**config.mk**
```make
export PLATFORM = sky130hd
export DESIGN_NAME = rbe_read_buffer
export DESIGN_NICKNAME = d
export VERILOG_FILES = /design/src/rbe_read_buffer.v
export VERILOG_INCLUDE_DIRS = /design/src
export SDC_FILE = /design/constraint.sdc
export NUM_CORES = 1
export LEC_CHECK = 0
export ABC_AREA = 1
export ABC_CLOCK_PERIOD_IN_PS = 7700
export BUFFER_PORTS_ARGS = -buffer_cell sky130_fd_sc_hd__buf_2
export CORE_MARGIN = 2
export CORE_UTILIZATION = 50
export CTS_BUF_LIST = sky130_fd_sc_hd__clkbuf_8
export DETAILED_ROUTE_END_ITERATION = 10
export PLACE_DENSITY_LB_ADDON = 0.2
export REMOVE_ABC_BUFFERS = 1
export SLEW_MARGIN = 20
export SYNTH_ARGS = -nofsm -noshare
export SYNTH_HDL_FRONTEND = slang
export SYNTH_SLANG_ARGS = --single-unit
```
**constraint.sdc**
```tcl
create_clock -name clock -period 7.7 [get_ports clock]
set_clock_uncertainty 0.2 [all_clocks]
set_input_delay 1.925 -clock clock [delete_from_list [all_inputs] [get_ports clock]]
set_output_delay 1.925 -clock clock [all_outputs]
set_load 0.005 [all_outputs]
```
**src/rbe_consts.vh**
```
// Constants for the read-buffer echo and error-history command block.
// Summary of operation
// - Echo read returns the bytes last stored by an echo-mode buffer write.
// - Echo read without any earlier echo write ends in Check Condition, Illegal Request.
// - Echo read sends the lesser of allocation length and stored byte count.
// - Echo read ignores upper two allocation bytes, buffer id and offset.
// - Echo storage is separate from the general data buffer.
// - Echo descriptor mode returns the lesser of allocation length and four bytes.
// - Descriptor byte 0 bit 0, echo overwrite flag, reads zero: one shared buffer.
// - Descriptor bytes 2-3 give echo size, MSB first, multiple of four.
// - Expander-communications mode is handled exactly like an echo read.
// - History ids 00h-03h return directory at offset 0; snapshot and nexus side effects.
// - Id 10h returns history at offsets below the held length; FEh/FFh clear nexus/snapshot.
// - Ids 02h, 03h escape the nexus constraint; 04h-0Fh, F0h-FDh reserved.
// - Constrained id from another nexus with snapshot present: operation in progress.
// - Bad history offset ends in Illegal Request, invalid CDB field.
// - Unsupported id from the owning nexus ends in invalid CDB field.
// - Directory: vendor id 0-7, version 8, length 30-31, entries from 32.
// - Entry: id in byte 0, zeros 1-3, 32-bit maximum length in 4-7.
// - History data comes from the snapshot starting at the requested offset.
// - Held history never exceeds the advertised maximum length.
// - Every directory action at offset 0 returns the directory when nexus rules allow.
// - Five-bit mode is decoded; anything outside the supported set is unsupported.
`ifndef RBE_CONSTS_VH
`define RBE_CONSTS_VH
`define MODE_ECHO_RD 5'h0a
`define MODE_ECHO_DESC 5'h0b
`define MODE_EXP_COMM 5'h1a
`define MODE_HIST 5'h1c
`define ECHO_CAP 7'h40
`define ECHO_CAP_RPT 16'h0040
`define HIST_ID 8'h10
`define HIST_MAXLEN_RST 16'h0100
`define DIR_TOTAL 16'h0048
`define DIR_BODY_LEN 8'h28
// Vendor identifier bytes of the directory; the value is arbitrary.
`define DIR_VENDOR 64'h564e445230303030
`define VERSION_RST 8'h01
`define SENSE_NONE 4'h0
`define SENSE_ILLEGAL 4'h5
`define ASC_INV_FIELD 8'h24
`define ASC_NO_ECHO 8'h2c
`define ASC_OP_BUSY 8'h16
`define REG_HISTLEN 4'h0
`define REG_VERSION 4'h4
`define REG_STATUS 4'h8
`define REG_ECHOCNT 4'hc
`define RESP_OKAY 2'h0
`define RESP_SLVERR 2'h2
`endif

```
**src/rbe_read_buffer.v**
```verilog
// Read-buffer echo and error-history command interpreter with AXI4-Lite registers.
//
// The implementer's own choices: the placing of the registers and the AXI4-Lite interface to the registers.
`timescale 1ns/1ps
`include "rbe_consts.vh"
module rbe_read_buffer (
  // Clock, reset and enable.
  input wire clock,
  input wire arst_n,
  input wire clkEn,
  // Command descriptor fields.
  input wire cmdValid,
  input wire [4:0] cmdMode,
  input wire [7:0] cmdBufId,
  input wire [23:0] cmdOffset,
  input wire [23:0] cmdAllocLen,
  input wire [7:0] cmdNexus,
  output wire cmdReady,
  // Echo-mode buffer write stream.
  input wire ewStart,
  input wire ewValid,
  input wire [7:0] ewData,
  // Data-in byte stream.
  output wire dinValid,
  output wire [7:0] dinData,
  output wire dinLast,
  input wire dinReady,
  // Completion status.
  output wire doneValid,
  output wire doneCheck,
  output wire [3:0] doneSense,
  output wire [7:0] doneAsc,
  // AXI4-Lite register slave.
  input wire [3:0] s_axi_awaddr,
  input wire s_axi_awvalid,
  output wire s_axi_awready,
  input wire [31:0] s_axi_wdata,
  input wire [3:0] s_axi_wstrb,
  input wire s_axi_wvalid,
  output wire s_axi_wready,
  output wire [1:0] s_axi_bresp,
  output wire s_axi_bvalid,
  input wire s_axi_bready,
  input wire [3:0] s_axi_araddr,
  input wire s_axi_arvalid,
  output wire s_axi_arready,
  output wire [31:0] s_axi_rdata,
  output wire [1:0] s_axi_rresp,
  output wire s_axi_rvalid,
  input wire s_axi_rready
);

  localparam ST_IDLE = 2'd0;
  localparam ST_SEND = 2'd1;
  localparam ST_DONE = 2'd2;
  localparam SRC_ECHO = 2'd0;
  localparam SRC_DESC = 2'd1;
  localparam SRC_DIR = 2'd2;
  localparam SRC_HIST = 2'd3;

  ////////////////////////////////////////////////////////////////////////////
  reg [1:0] state_ff;
  reg [1:0] src_ff;
  reg [15:0] len_ff;
  reg [15:0] idx_ff;
  reg [15:0] offBase_ff;
  reg cmdReady_ff;
  reg dinValid_ff;
  reg [7:0] dinData_ff;
  reg dinLast_ff;
  reg doneValid_ff;
  reg doneCheck_ff;
  reg [3:0] doneSense_ff;
  reg [7:0] doneAsc_ff;
  reg echoValid_ff;
  reg [6:0] echoCnt_ff;
  reg [7:0] echoMem [0:63];
  reg nexusValid_ff;
  reg [7:0] nexusId_ff;
  reg snapValid_ff;
  reg [7:0] snapTag_ff;
  reg [7:0] tagCnt_ff;
  reg [15:0] histLen_ff;
  reg [7:0] version_ff;
  reg awHeld_ff;
  reg wHeld_ff;
  reg [3:0] awAddr_ff;
  reg [31:0] wData_ff;
  reg [3:0] wStrb_ff;
  reg bValid_ff;
  reg [1:0] bResp_ff;
  reg rValid_ff;
  reg [31:0] rData_ff;
  reg [1:0] rResp_ff;

  ////////////////////////////////////////////////////////////////////////////
  function [15:0] min16;
    input [15:0] a;
    input [15:0] b;
    begin
      min16 = (a < b) ? a : b;
    end
  endfunction

  // Directory image; entries for ids 00h-03h and the single history id 10h.
  function [7:0] dirByte;
    input [15:0] i;
    input [7:0] ver;
    input [15:0] hl;
    reg [15:0] rel;
    reg [15:0] maxLen;
    reg [63:0] vend;
    begin
      rel = i - 16'd32;
      maxLen = (rel[15:3] < 13'd4) ? `DIR_TOTAL : hl;
      vend = `DIR_VENDOR >> {i[2:0] ^ 3'd7, 3'd0};
      dirByte = 8'h00;
      if (i < 16'd8) begin
        dirByte = vend[7:0];
      end else if (i == 16'd8) begin
        dirByte = ver;
      end else if (i == 16'd31) begin
        dirByte = `DIR_BODY_LEN;
      end else if (i >= 16'd32) begin
        case (rel[2:0])
          3'd0: dirByte = (rel[15:3] < 13'd4) ? {6'h00, rel[4:3]} : `HIST_ID;
          3'd6: dirByte = maxLen[15:8];
          3'd7: dirByte = maxLen[7:0];
          default: dirByte = 8'h00;
        endcase
      end
    end
  endfunction

  ////////////////////////////////////////////////////////////////////////////
  wire isEcho = (cmdMode == `MODE_ECHO_RD) || (cmdMode == `MODE_EXP_COMM);
  wire isDesc = (cmdMode == `MODE_ECHO_DESC);
  wire isHist = (cmdMode == `MODE_HIST);
  wire freeId = (cmdBufId == 8'h02) || (cmdBufId == 8'h03);
  wire blocked = !freeId && nexusValid_ff && (cmdNexus != nexusId_ff) && snapValid_ff;
  wire dirId = (cmdBufId <= 8'h03);
  wire clrId = (cmdBufId >= 8'hfe);
  wire histId = (cmdBufId == `HIST_ID);
  wire histOffBad = ({8'h00, histLen_ff} <= cmdOffset);
  wire [15:0] allocClip = (cmdAllocLen[23:16] != 8'h00) ? 16'hffff : cmdAllocLen[15:0];
  wire [15:0] histAvail = histLen_ff - cmdOffset[15:0];
  wire [15:0] echoLen = min16({8'h00, cmdAllocLen[7:0]}, {9'h000, echoCnt_ff});
  wire [15:0] descLen = min16(allocClip, 16'd4);
  wire [15:0] dirLen = min16(allocClip, `DIR_TOTAL);
  wire [15:0] histXfer = min16(allocClip, histAvail);
  wire [15:0] histIdx = offBase_ff + idx_ff;
  wire [15:0] capRpt = `ECHO_CAP_RPT & 16'hfffc;
  reg [7:0] curByte;

  always @* begin
    case (src_ff)
      SRC_ECHO: curByte = echoMem[idx_ff[5:0]];
      SRC_DESC: begin
        case (idx_ff[1:0])
          2'd2: curByte = capRpt[15:8];
          2'd3: curByte = capRpt[7:0];
          default: curByte = 8'h00;
        endcase
      end
      SRC_DIR: curByte = dirByte(idx_ff, version_ff, histLen_ff);
      SRC_HIST: curByte = histIdx[7:0] ^ snapTag_ff;
      default: curByte = 8'h00;
    endcase
  end

  ////////////////////////////////////////////////////////////////////////////
  // Echo storage is only the last write; a write longer than the buffer drops the excess.
  always @(posedge clock) begin
    if (clkEn && ewValid && !ewStart && (echoCnt_ff < `ECHO_CAP)) begin
      echoMem[echoCnt_ff[5:0]] <= ewData;
    end
  end

  always @(posedge clock or negedge arst_n) begin
    if (!arst_n) begin
      echoValid_ff <= 1'b0;
      echoCnt_ff <= 7'h00;
      tagCnt_ff <= 8'h00;
    end else if (clkEn) begin
      tagCnt_ff <= tagCnt_ff + 8'h01;
      if (ewStart) begin
        echoValid_ff <= 1'b1;
        echoCnt_ff <= 7'h00;
      end else if (ewValid && (echoCnt_ff < `ECHO_CAP)) begin
        echoCnt_ff <= echoCnt_ff + 7'h01;
      end
    end
  end

  ////////////////////////////////////////////////////////////////////////////
  always @(posedge clock or negedge arst_n) begin
    if (!arst_n) begin
      state_ff <= ST_IDLE;
      src_ff <= SRC_ECHO;
      len_ff <= 16'h0000;
      idx_ff <= 16'h0000;
      offBase_ff <= 16'h0000;
      cmdReady_ff <= 1'b1;
      dinValid_ff <= 1'b0;
      dinData_ff <= 8'h00;
      dinLast_ff <= 1'b0;
      doneValid_ff <= 1'b0;
      doneCheck_ff <= 1'b0;
      doneSense_ff <= `SENSE_NONE;
      doneAsc_ff <= 8'h00;
      nexusValid_ff <= 1'b0;
      nexusId_ff <= 8'h00;
      snapValid_ff <= 1'b0;
      snapTag_ff <= 8'h00;
    end else if (clkEn) begin
      doneValid_ff <= 1'b0;
      case (state_ff)
        ST_IDLE: begin
          if (cmdValid) begin
            cmdReady_ff <= 1'b0;
            idx_ff <= 16'h0000;
            offBase_ff <= cmdOffset[15:0];
            doneCheck_ff <= 1'b1;
            doneSense_ff <= `SENSE_ILLEGAL;
            doneAsc_ff <= `ASC_INV_FIELD;
            state_ff <= ST_DONE;
            if (isEcho) begin
              if (!echoValid_ff) begin
                doneAsc_ff <= `ASC_NO_ECHO;
              end else begin
                src_ff <= SRC_ECHO;
                len_ff <= echoLen;
                state_ff <= ST_SEND;
              end
            end else if (isDesc) begin
              src_ff <= SRC_DESC;
              len_ff <= descLen;
              state_ff <= ST_SEND;
            end else if (isHist) begin
              if (blocked) begin
                doneAsc_ff <= `ASC_OP_BUSY;
              end else if (dirId) begin
                if (cmdOffset == 24'h000000) begin
                  if (cmdBufId[0]) begin
                    snapValid_ff <= 1'b1;
                    snapTag_ff <= tagCnt_ff;
                  end
                  if (cmdBufId[1]) begin
                    nexusValid_ff <= 1'b1;
                    nexusId_ff <= cmdNexus;
                  end
                  src_ff <= SRC_DIR;
                  len_ff <= dirLen;
                  state_ff <= ST_SEND;
                end
              end else if (clrId) begin
                nexusValid_ff <= 1'b0;
                if (cmdBufId[0]) begin
                  snapValid_ff <= 1'b0;
                end
                len_ff <= 16'h0000;
                state_ff <= ST_SEND;
              end else if (histId && !histOffBad) begin
                if (!snapValid_ff) begin
                  snapValid_ff <= 1'b1;
                  snapTag_ff <= tagCnt_ff;
                end
                src_ff <= SRC_HIST;
                len_ff <= histXfer;
                state_ff <= ST_SEND;
              end
              // Reserved, unsupported ids and bad offsets fall through as invalid field.
            end
            // Any other mode stays an invalid-field check condition.
            if (isHist && !blocked && !dirId && !clrId && !histId) begin
              doneAsc_ff <= `ASC_INV_FIELD;
            end
          end
        end
        ST_SEND: begin
          doneCheck_ff <= 1'b0;
          doneSense_ff <= `SENSE_NONE;
          doneAsc_ff <= 8'h00;
          if (!dinValid_ff || dinReady) begin
            if (idx_ff < len_ff) begin
              dinValid_ff <= 1'b1;
              dinData_ff <= curByte;
              dinLast_ff <= (idx_ff == len_ff - 16'h0001);
              idx_ff <= idx_ff + 16'h0001;
            end else begin
              dinValid_ff <= 1'b0;
              dinLast_ff <= 1'b0;
              state_ff <= ST_DONE;
            end
          end
        end
        ST_DONE: begin
          doneValid_ff <= 1'b1;
          cmdReady_ff <= 1'b1;
          state_ff <= ST_IDLE;
        end
        default: state_ff <= ST_IDLE;
      endcase
    end
  end

  ////////////////////////////////////////////////////////////////////////////
  // Write address and data may arrive in either order; each is held until both are in.
  wire doWrite = awHeld_ff && wHeld_ff && !bValid_ff;
  wire wrMapped = (awAddr_ff == `REG_HISTLEN) || (awAddr_ff == `REG_VERSION) ||
    (awAddr_ff == `REG_STATUS) || (awAddr_ff == `REG_ECHOCNT);

  always @(posedge clock or negedge arst_n) begin
    if (!arst_n) begin
      awHeld_ff <= 1'b0;
      wHeld_ff <= 1'b0;
      awAddr_ff <= 4'h0;
      wData_ff <= 32'h00000000;
      wStrb_ff <= 4'h0;
      bValid_ff <= 1'b0;
      bResp_ff <= `RESP_OKAY;
      histLen_ff <= `HIST_MAXLEN_RST;
      version_ff <= `VERSION_RST;
      rValid_ff <= 1'b0;
      rData_ff <= 32'h00000000;
      rResp_ff <= `RESP_OKAY;
    end else if (clkEn) begin
      if (s_axi_awvalid && !awHeld_ff) begin
        awHeld_ff <= 1'b1;
        awAddr_ff <= s_axi_awaddr;
      end
      if (s_axi_wvalid && !wHeld_ff) begin
        wHeld_ff <= 1'b1;
        wData_ff <= s_axi_wdata;
        wStrb_ff <= s_axi_wstrb;
      end
      if (doWrite) begin
        awHeld_ff <= 1'b0;
        wHeld_ff <= 1'b0;
        bValid_ff <= 1'b1;
        bResp_ff <= wrMapped ? `RESP_OKAY : `RESP_SLVERR;
        if (awAddr_ff == `REG_HISTLEN) begin
          if (wStrb_ff[0]) histLen_ff[7:0] <= wData_ff[7:0];
          if (wStrb_ff[1]) histLen_ff[15:8] <= wData_ff[15:8];
        end
        if ((awAddr_ff == `REG_VERSION) && wStrb_ff[0]) begin
          version_ff <= wData_ff[7:0];
        end
      end else if (bValid_ff && s_axi_bready) begin
        bValid_ff <= 1'b0;
      end
      if (s_axi_arvalid && !rValid_ff) begin
        rValid_ff <= 1'b1;
        rResp_ff <= `RESP_OKAY;
        case (s_axi_araddr)
          `REG_HISTLEN: rData_ff <= {16'h0000, histLen_ff};
          `REG_VERSION: rData_ff <= {24'h000000, version_ff};
          `REG_STATUS: rData_ff <= {16'h0000, nexusId_ff, 5'h00, snapValid_ff,
            nexusValid_ff, echoValid_ff};
          `REG_ECHOCNT: rData_ff <= {25'h0000000, echoCnt_ff};
          default: begin
            rData_ff <= 32'h00000000;
            rResp_ff <= `RESP_SLVERR;
          end
        endcase
      end else if (rValid_ff && s_axi_rready) begin
        rValid_ff <= 1'b0;
      end
    end
  end

  ////////////////////////////////////////////////////////////////////////////
  assign cmdReady = cmdReady_ff;
  assign dinValid = dinValid_ff;
  assign dinData = dinData_ff;
  assign dinLast = dinLast_ff;
  assign doneValid = doneValid_ff;
  assign doneCheck = doneCheck_ff;
  assign doneSense = doneSense_ff;
  assign doneAsc = doneAsc_ff;
  assign s_axi_awready = !awHeld_ff;
  assign s_axi_wready = !wHeld_ff;
  assign s_axi_bvalid = bValid_ff;
  assign s_axi_bresp = bResp_ff;
  assign s_axi_arready = !rValid_ff;
  assign s_axi_rvalid = rValid_ff;
  assign s_axi_rdata = rData_ff;
  assign s_axi_rresp = rResp_ff;

endmodule

```
==> run metrics, run 1 <==
status complete, no violations; Placeable Area roughly 63,000 sq um; P_leak approximately 0.014 uW; Synth area leaders edfxtp_1, dfrtp_1, nand2_1; sequential-to-total area share from yosys stat between 60% and 70%; via count ~24,000; Clk Latency, worst-skew pair roughly 730 ps; largest area contributor in the synthesized netlist edfxtp_1; post-DR wirelength/cell about 21 um; FMAX 0.197 GHz; Post-synth top cells edfxtp_1, nand2_1, nor2_1, o21ai_0, inv_1; WL met2 between 40 and 50 mm; smallest hold slack 274 ps; HPWL Detailed about 57 mm; ys flop type edfxtp_1; Worst EP arrival ~5500 ps; Post-DRT Antenna Nets 0; first-pass GRT wire length ~130 mm; Post-Syn Area around 32,000 sq um; die width between 200 and 300 um; CTS H-tree lvls 3; Design Power 8690 uW; Avg Cell Area, Syn between 10 and 15 sq um; Slew Limit Fails 0; slowest stage cell, crit path ha_1; most frequent cell after synthesis edfxtp_1; count of mapped cells out of synthesis between 3,000 and 4,000; Synth Warn # 0; DR WL met3 slightly below 7 mm; drt first pass iters 6; Seq pwr share slightly below 50%; Tmin final roughly 5100 ps; Final Instance Area between 30,000 and 40,000 sq um; GRT Total Usage 26.4%; Sw Share about 29%; unrepaired setup endpoints after global routing false; Final Hold Viols 0; drt drc 0; peak supply drop approximately 0.00016 V; power share of the clock group 34.6%; CTS tree built; routed wire length 87.9 mm; worst min-delay path class reg -> reg; WL met1 around 37 mm; EDFF count, synth roughly 510; Combinational Power Share 16.1%; slew margin rel. between 30% and 40%; Port Buffers around 160; Pint ~6000 uW; CTS Sinks roughly 670; Post-DP Area between 30,000 and 40,000 sq um; CP Capture Type register; final worst slack roughly 2600 ps; actual slew at the worst max-slew pin roughly 1000 ps; Post-CTS Setup Inserts 0; Die Y ~260 um; hold_buf cts 0; pin count of the biggest net entering global routing about 100; area added between synthesis and finish 10.5%; # Max-Cap Violations 0; crit-path max FO 23; Die Area 65,800 sq um; # resized after CTS 0; critical path class in -> reg; GPL Wtd Cong about 0.93; grt total ovfl 0; vias in the first global route ~23,000; Final Setup Violations 0; cts bufs inserted 110; FFs w/ async S/R, synth 24.0%; Synth cell types 62; critical path's top delay family simple AND/OR/NAND/NOR gates; Tcrit/Tclk final roughly two thirds; most used cell, CP nand2_1; Starting Density between 50% and 60%; clk slew on worst S/H paths 60 ps; Cell Pwr Density around 250 nW/um^2; initial antenna violation count 3; Worst Setup Start Kind primary input; Bufs and invs on worst path 3; post-synth top area share around half; Setup TNS 0 ps; DR vias/cell approximately 5.7; clock root cell clkbuf_8; Net count, final approximately 3,500; Critical Path Max Stage Delay around 400 ps; clk buf depth 3; initial detailed-routing violation count ~2,300; I/O pin count around 200; placement row count 92; share of layout cells above drive strength 1 13.0%; Worst EP required ~8000 ps; pre-CTS setup slack a little under 2000 ps; P_sw around 2500 uW; register bit count reported by yosys ~670; top routing layer used met5
[power groups by stage]
stage / clock network [uW] / registers, uW / logic (uW)
after detailed placement: 0 / 4350 / 1380
final: 3000 / 4280 / 1400
after CTS: 3050 / 4280 / 1390
after floorplan: 0 / 4300 / 938
after global placement: 0 / 4350 / 1350
after global routing: 3210 / 4310 / 1580
[worst paths after layout]
path | end | from | slack [ps] | depth (start not counted)
max in group asynchronous | nexusId_ff[4] | arst_n | 5140 | 2
hold reg to reg | cmdReady | cmdReady | 270 | 2
hold / removal | cmdReady | cmdReady | 270 | 2
min in group asynchronous | state_ff[0] | arst_n | 1010 | 1
setup / recovery | len_ff[12] | cmdOffset[2] | 2620 | 25
setup reg to reg | len_ff[12] | histLen_ff[2] | 3480 | 23
[through the flow]
stage          cells  util [%]
2_1_floorplan   2949         -
3_3_place_gp    3976      52.5
3_5_place_dp    3976      52.5
4_1_cts         4179      55.9
5_1_grt         4181      55.9
6_report        4182      55.9
[flip-flops by register name, summed over array words and instances (netlist names), 3 cells and up]
| signal | cells |
|---|---|
| awAddr_ff | 4 |
| histLen_ff | 16 |
| nexusId_ff | 8 |
| offBase_ff | 8 |
| s_axi_rdata | 16 |
| snapTag_ff | 8 |
| len_ff | 16 |
| tagCnt_ff | 8 |
| wData_ff | 16 |
| echoMem | 512 |
| dinData | 8 |
| doneAsc | 3 |
| idx_ff | 16 |
| version_ff | 8 |
| echoCnt_ff | 7 |
[worst reg2reg max path: stages, from the launching register on]
cell,delay (ps)
dfrtp_1,440
ha_1,430
nand2_1,130
o21ai_2,220
nand2_1,70
nand2_1,110
nand2_1,70
nand2_2,80
nand2_2,50
nand2_2,80
nand2_1,70
nand2_2,80
xor2_2,270
ha_1,320
a21oi_1,140
o21ai_0,110
nor2_1,230
nand2_2,290
clkinv_1,280
nand2_1,80
nand3_1,90
nand2_1,60
nand2_1,120
o21ai_2,60
[area by class of cell]
type / count / area, sq um
Fill cell: 5583 / 27800
Clock buffer: 118 / 1620
Timing Repair Buffer: 181 / 972
Clock inverter: 85 / 488
Sequential cell: 674 / 19400
Antenna cell: 3 / 7.51
Multi-Input combinational cell: 2053 / 10800
Tap cell: 846 / 1060
Inverter: 222 / 843
[layout by cell type, fill, tap and decap left out, drive strengths merged, types with 34 or more instances in the layout]
cell type / n
nand2: 487
nor2: 485
edfxtp: 512
ha: 73
clkbuf: 118
inv: 258
o221ai: 34
nand3: 115
clkinv: 42
o22ai: 111
xor2: 49
o21ai: 397
dfrtp: 159
a21oi: 85
buf: 181
nand4: 34
[metal layers]
layer / up-vias / track usage, %
met5: - / 0
met4: 4 / 10.4
met3: 166 / 4.82
met2: 1001 / 42.1
met1: 11464 / 36.0
li1: 11101 / -
[cell families (layout without fill, tap and decap cells)]
logic type      after synthesis  in the layout  synth area share (%)
simple gates               1175           1175                  15.4
compound gates              688            688                  12.4
flops                       674            674                  60.9
buf+inv                     384            606                  5.46
fa+ha+maj                    75             75                  2.99
xor+xnor                     67             67                  1.89
mux                          25             25                 0.859
other cells                   1             26                0.0118
Power figures use the tool's default switching activity.
==> inputs of run 2 (changes only) <==
- ABC_CLOCK_PERIOD_IN_PS: 7700 -> 4820
- clock period: 7.7 -> 4.82 ns (I/O delays scaled with it)
==> run 2 against run 1 <==
  * Worst setup slack worse by 1800 ps
  * Combinational power is 63% higher
  * Global-route usage is 0.43 points higher
  * Flip-flop and latch count stayed put
  * Critical path type unchanged
  * Largest cell class unchanged
  * Largest power group unchanged
==> run metrics, run 2 (synthesized netlist as in run 1, its figures left out) <==
status complete, no violations; register area 19,400 sq um (unchanged); unrepaired setup endpoints after global routing false; Post-CTS Setup Inserts 0 (unchanged); commonest cells after routing, fill and taps aside edfxtp_1, nand2_1, nor2_1, o21ai_0, inv_1; Port Buffers 157 (unchanged); Post-DP Area 33,600 sq um (+1.5%); pin count of the biggest net entering global routing 188 (+86%); fillcell total 5,503 (-1.4%); smallest hold slack 281 ps (+6.63 ps); first-pass GRT wire length 136 mm (+1.6%); Starting Density 50.6% (unchanged); Clk Latency, worst-skew pair 740 ps (about the same); area added between synthesis and finish 12.2%; vias in the first global route 23,445 (+0.78%); initial detailed-routing violation count 2,383 (+2.4%); clock root cell clkbuf_8; actual slew at the worst max-slew pin 1020 ps (+15.1 ps); P_leak 0.0142 uW (+2.3%); clk buf depth 3 (unchanged); Worst Setup Start Kind primary input; # Max-Cap Violations 0 (unchanged); final core occ 56.8% (+0.88 points); Tmin final between 3000 and 4000 ps; Setup TNS 0 ps (unchanged); Final Hold Viols 0 (unchanged); multi-input logic area 10,800 sq um (unchanged); hold_buf cts 0 (unchanged); drt drc 0 (unchanged); cts bufs inserted 110 (unchanged); DR vias/cell 5.65 (-0.44%); die width 257 um (unchanged); CTS Sinks 674 (unchanged); FMAX 0.252 GHz; routed wire length 89.3 mm (+1.7%); drt first pass iters 5 (-1); CP Capture Type register; GPL Wtd Cong 0.915 (-1.6%); Placeable Area 63,100 sq um (unchanged); peak supply drop 0.000317 V (+100%); I/O pin count 199 (unchanged); Post-DRT Antenna Nets 0 (unchanged); Final Instance Area 35,800 sq um (+1.6%); placed insts 4,030 (+1.4%); Slew Limit Fails 0 (unchanged); CTS H-tree lvls 3 (unchanged); crit-path max FO 12 (-48%); GRT Total Usage 26.8% (+0.43 points); Die Area 65,800 sq um (unchanged); Cell Pwr Density 392 nW/um^2 (+59%); Post-Layout Cell Count 4,235 (+1.3%); grt total ovfl 0 (unchanged); worst min-delay path class reg -> reg; HPWL Detailed 59.5 mm (+3.8%); initial antenna violation count 5 (+2); slew margin rel. 31.7% (-1.0 points); post-DR wirelength/cell 21.1 um (+0.39%); flip-flop count of the largest register after layout 512 (unchanged); Worst EP arrival 4360 ps (-1110 ps); Final Setup Violations 0 (unchanged); Die Y 257 um (unchanged); Net count, final 3,504 (+1.6%); share of layout cells above drive strength 1 14.7% (+1.7 points); via count 23,931 (+0.82%); Tcrit/Tclk final between 80% and 90%; critical path class in -> reg; Worst EP required 5220 ps (-2870 ps); placement row count 92 (unchanged); clk slew on worst S/H paths 60 ps (about the same); # resized after CTS 0 (unchanged); CTS tree built; commonest non-fill, non-tap cell in the layout edfxtp_1
==> run 2: final cells by class <==
cell class	instances	area share [%]
clock inverter	87	1.64
antenna	2	0.0140
sequential	674	54.3
multi-input combinational	2053	30.2
tap	846	2.96
clock buffer	116	4.46
inverter	222	2.36
timing repair buffer	235	4.07
==> run 2: per-stage QoR <==
step                setup slack, ps  total power (uW)
global placement                228              9140
finish                          853             14100
detailed placement              172              9210
global route                    565             14700
floorplan                     -4530              8370
CTS                             912             14100
==> run 2: layer usage <==
layer / wire length, um / vias to the layer above / track usage (%) / share of wire [%]
li1: - / 11199 / - / -
met3: 7160 / 169 / 5.28 / 8.0
met2: 42000 / 994 / 43.1 / 47
met4: 2910 / 6 / 9.54 / 3.3
met1: 37200 / 11563 / 36.4 / 42
met5: 37 / - / 0 / 0.041
==> run 2: critical path: stages <==
cell,delay [ps]
buf_2,100
inv_1,80
ha_1,310
nand2_1,90
o21ai_2,200
nand2_1,80
nand2_1,110
nand2_1,70
nand2_2,80
nand2_2,50
nand2_2,70
nand2_1,70
nand2_2,80
xor2_2,220
ha_1,300
a21oi_1,150
o21ai_0,110
nor2_1,240
nand2_2,110
buf_4,180
o211ai_1,200
nand2_1,90
nand2_1,110
o21ai_2,60
==> run 2: path summary, 6_finish.rpt <==
check                           depth (start not counted)         endpoint  slack [ps]       startpoint
max in group asynchronous                               2    histLen_ff[8]        3250           arst_n
worst max-delay path                                   24       len_ff[14]         850     cmdOffset[1]
worst min-delay path                                    2  s_axi_rdata[15]         280  s_axi_rdata[15]
worst min register to register                          2  s_axi_rdata[15]         280  s_axi_rdata[15]
min in group asynchronous                               1       doneAsc[5]         300           arst_n
worst max register to register                         18       len_ff[14]         930    histLen_ff[0]
==> run 2: where the power goes <==
part	internal [uW]	total (uW)	switching, uW
sequential	6580	6840	262
clock	2610	4940	2320
combinational	832	2280	1440
total	10000	14100	4030
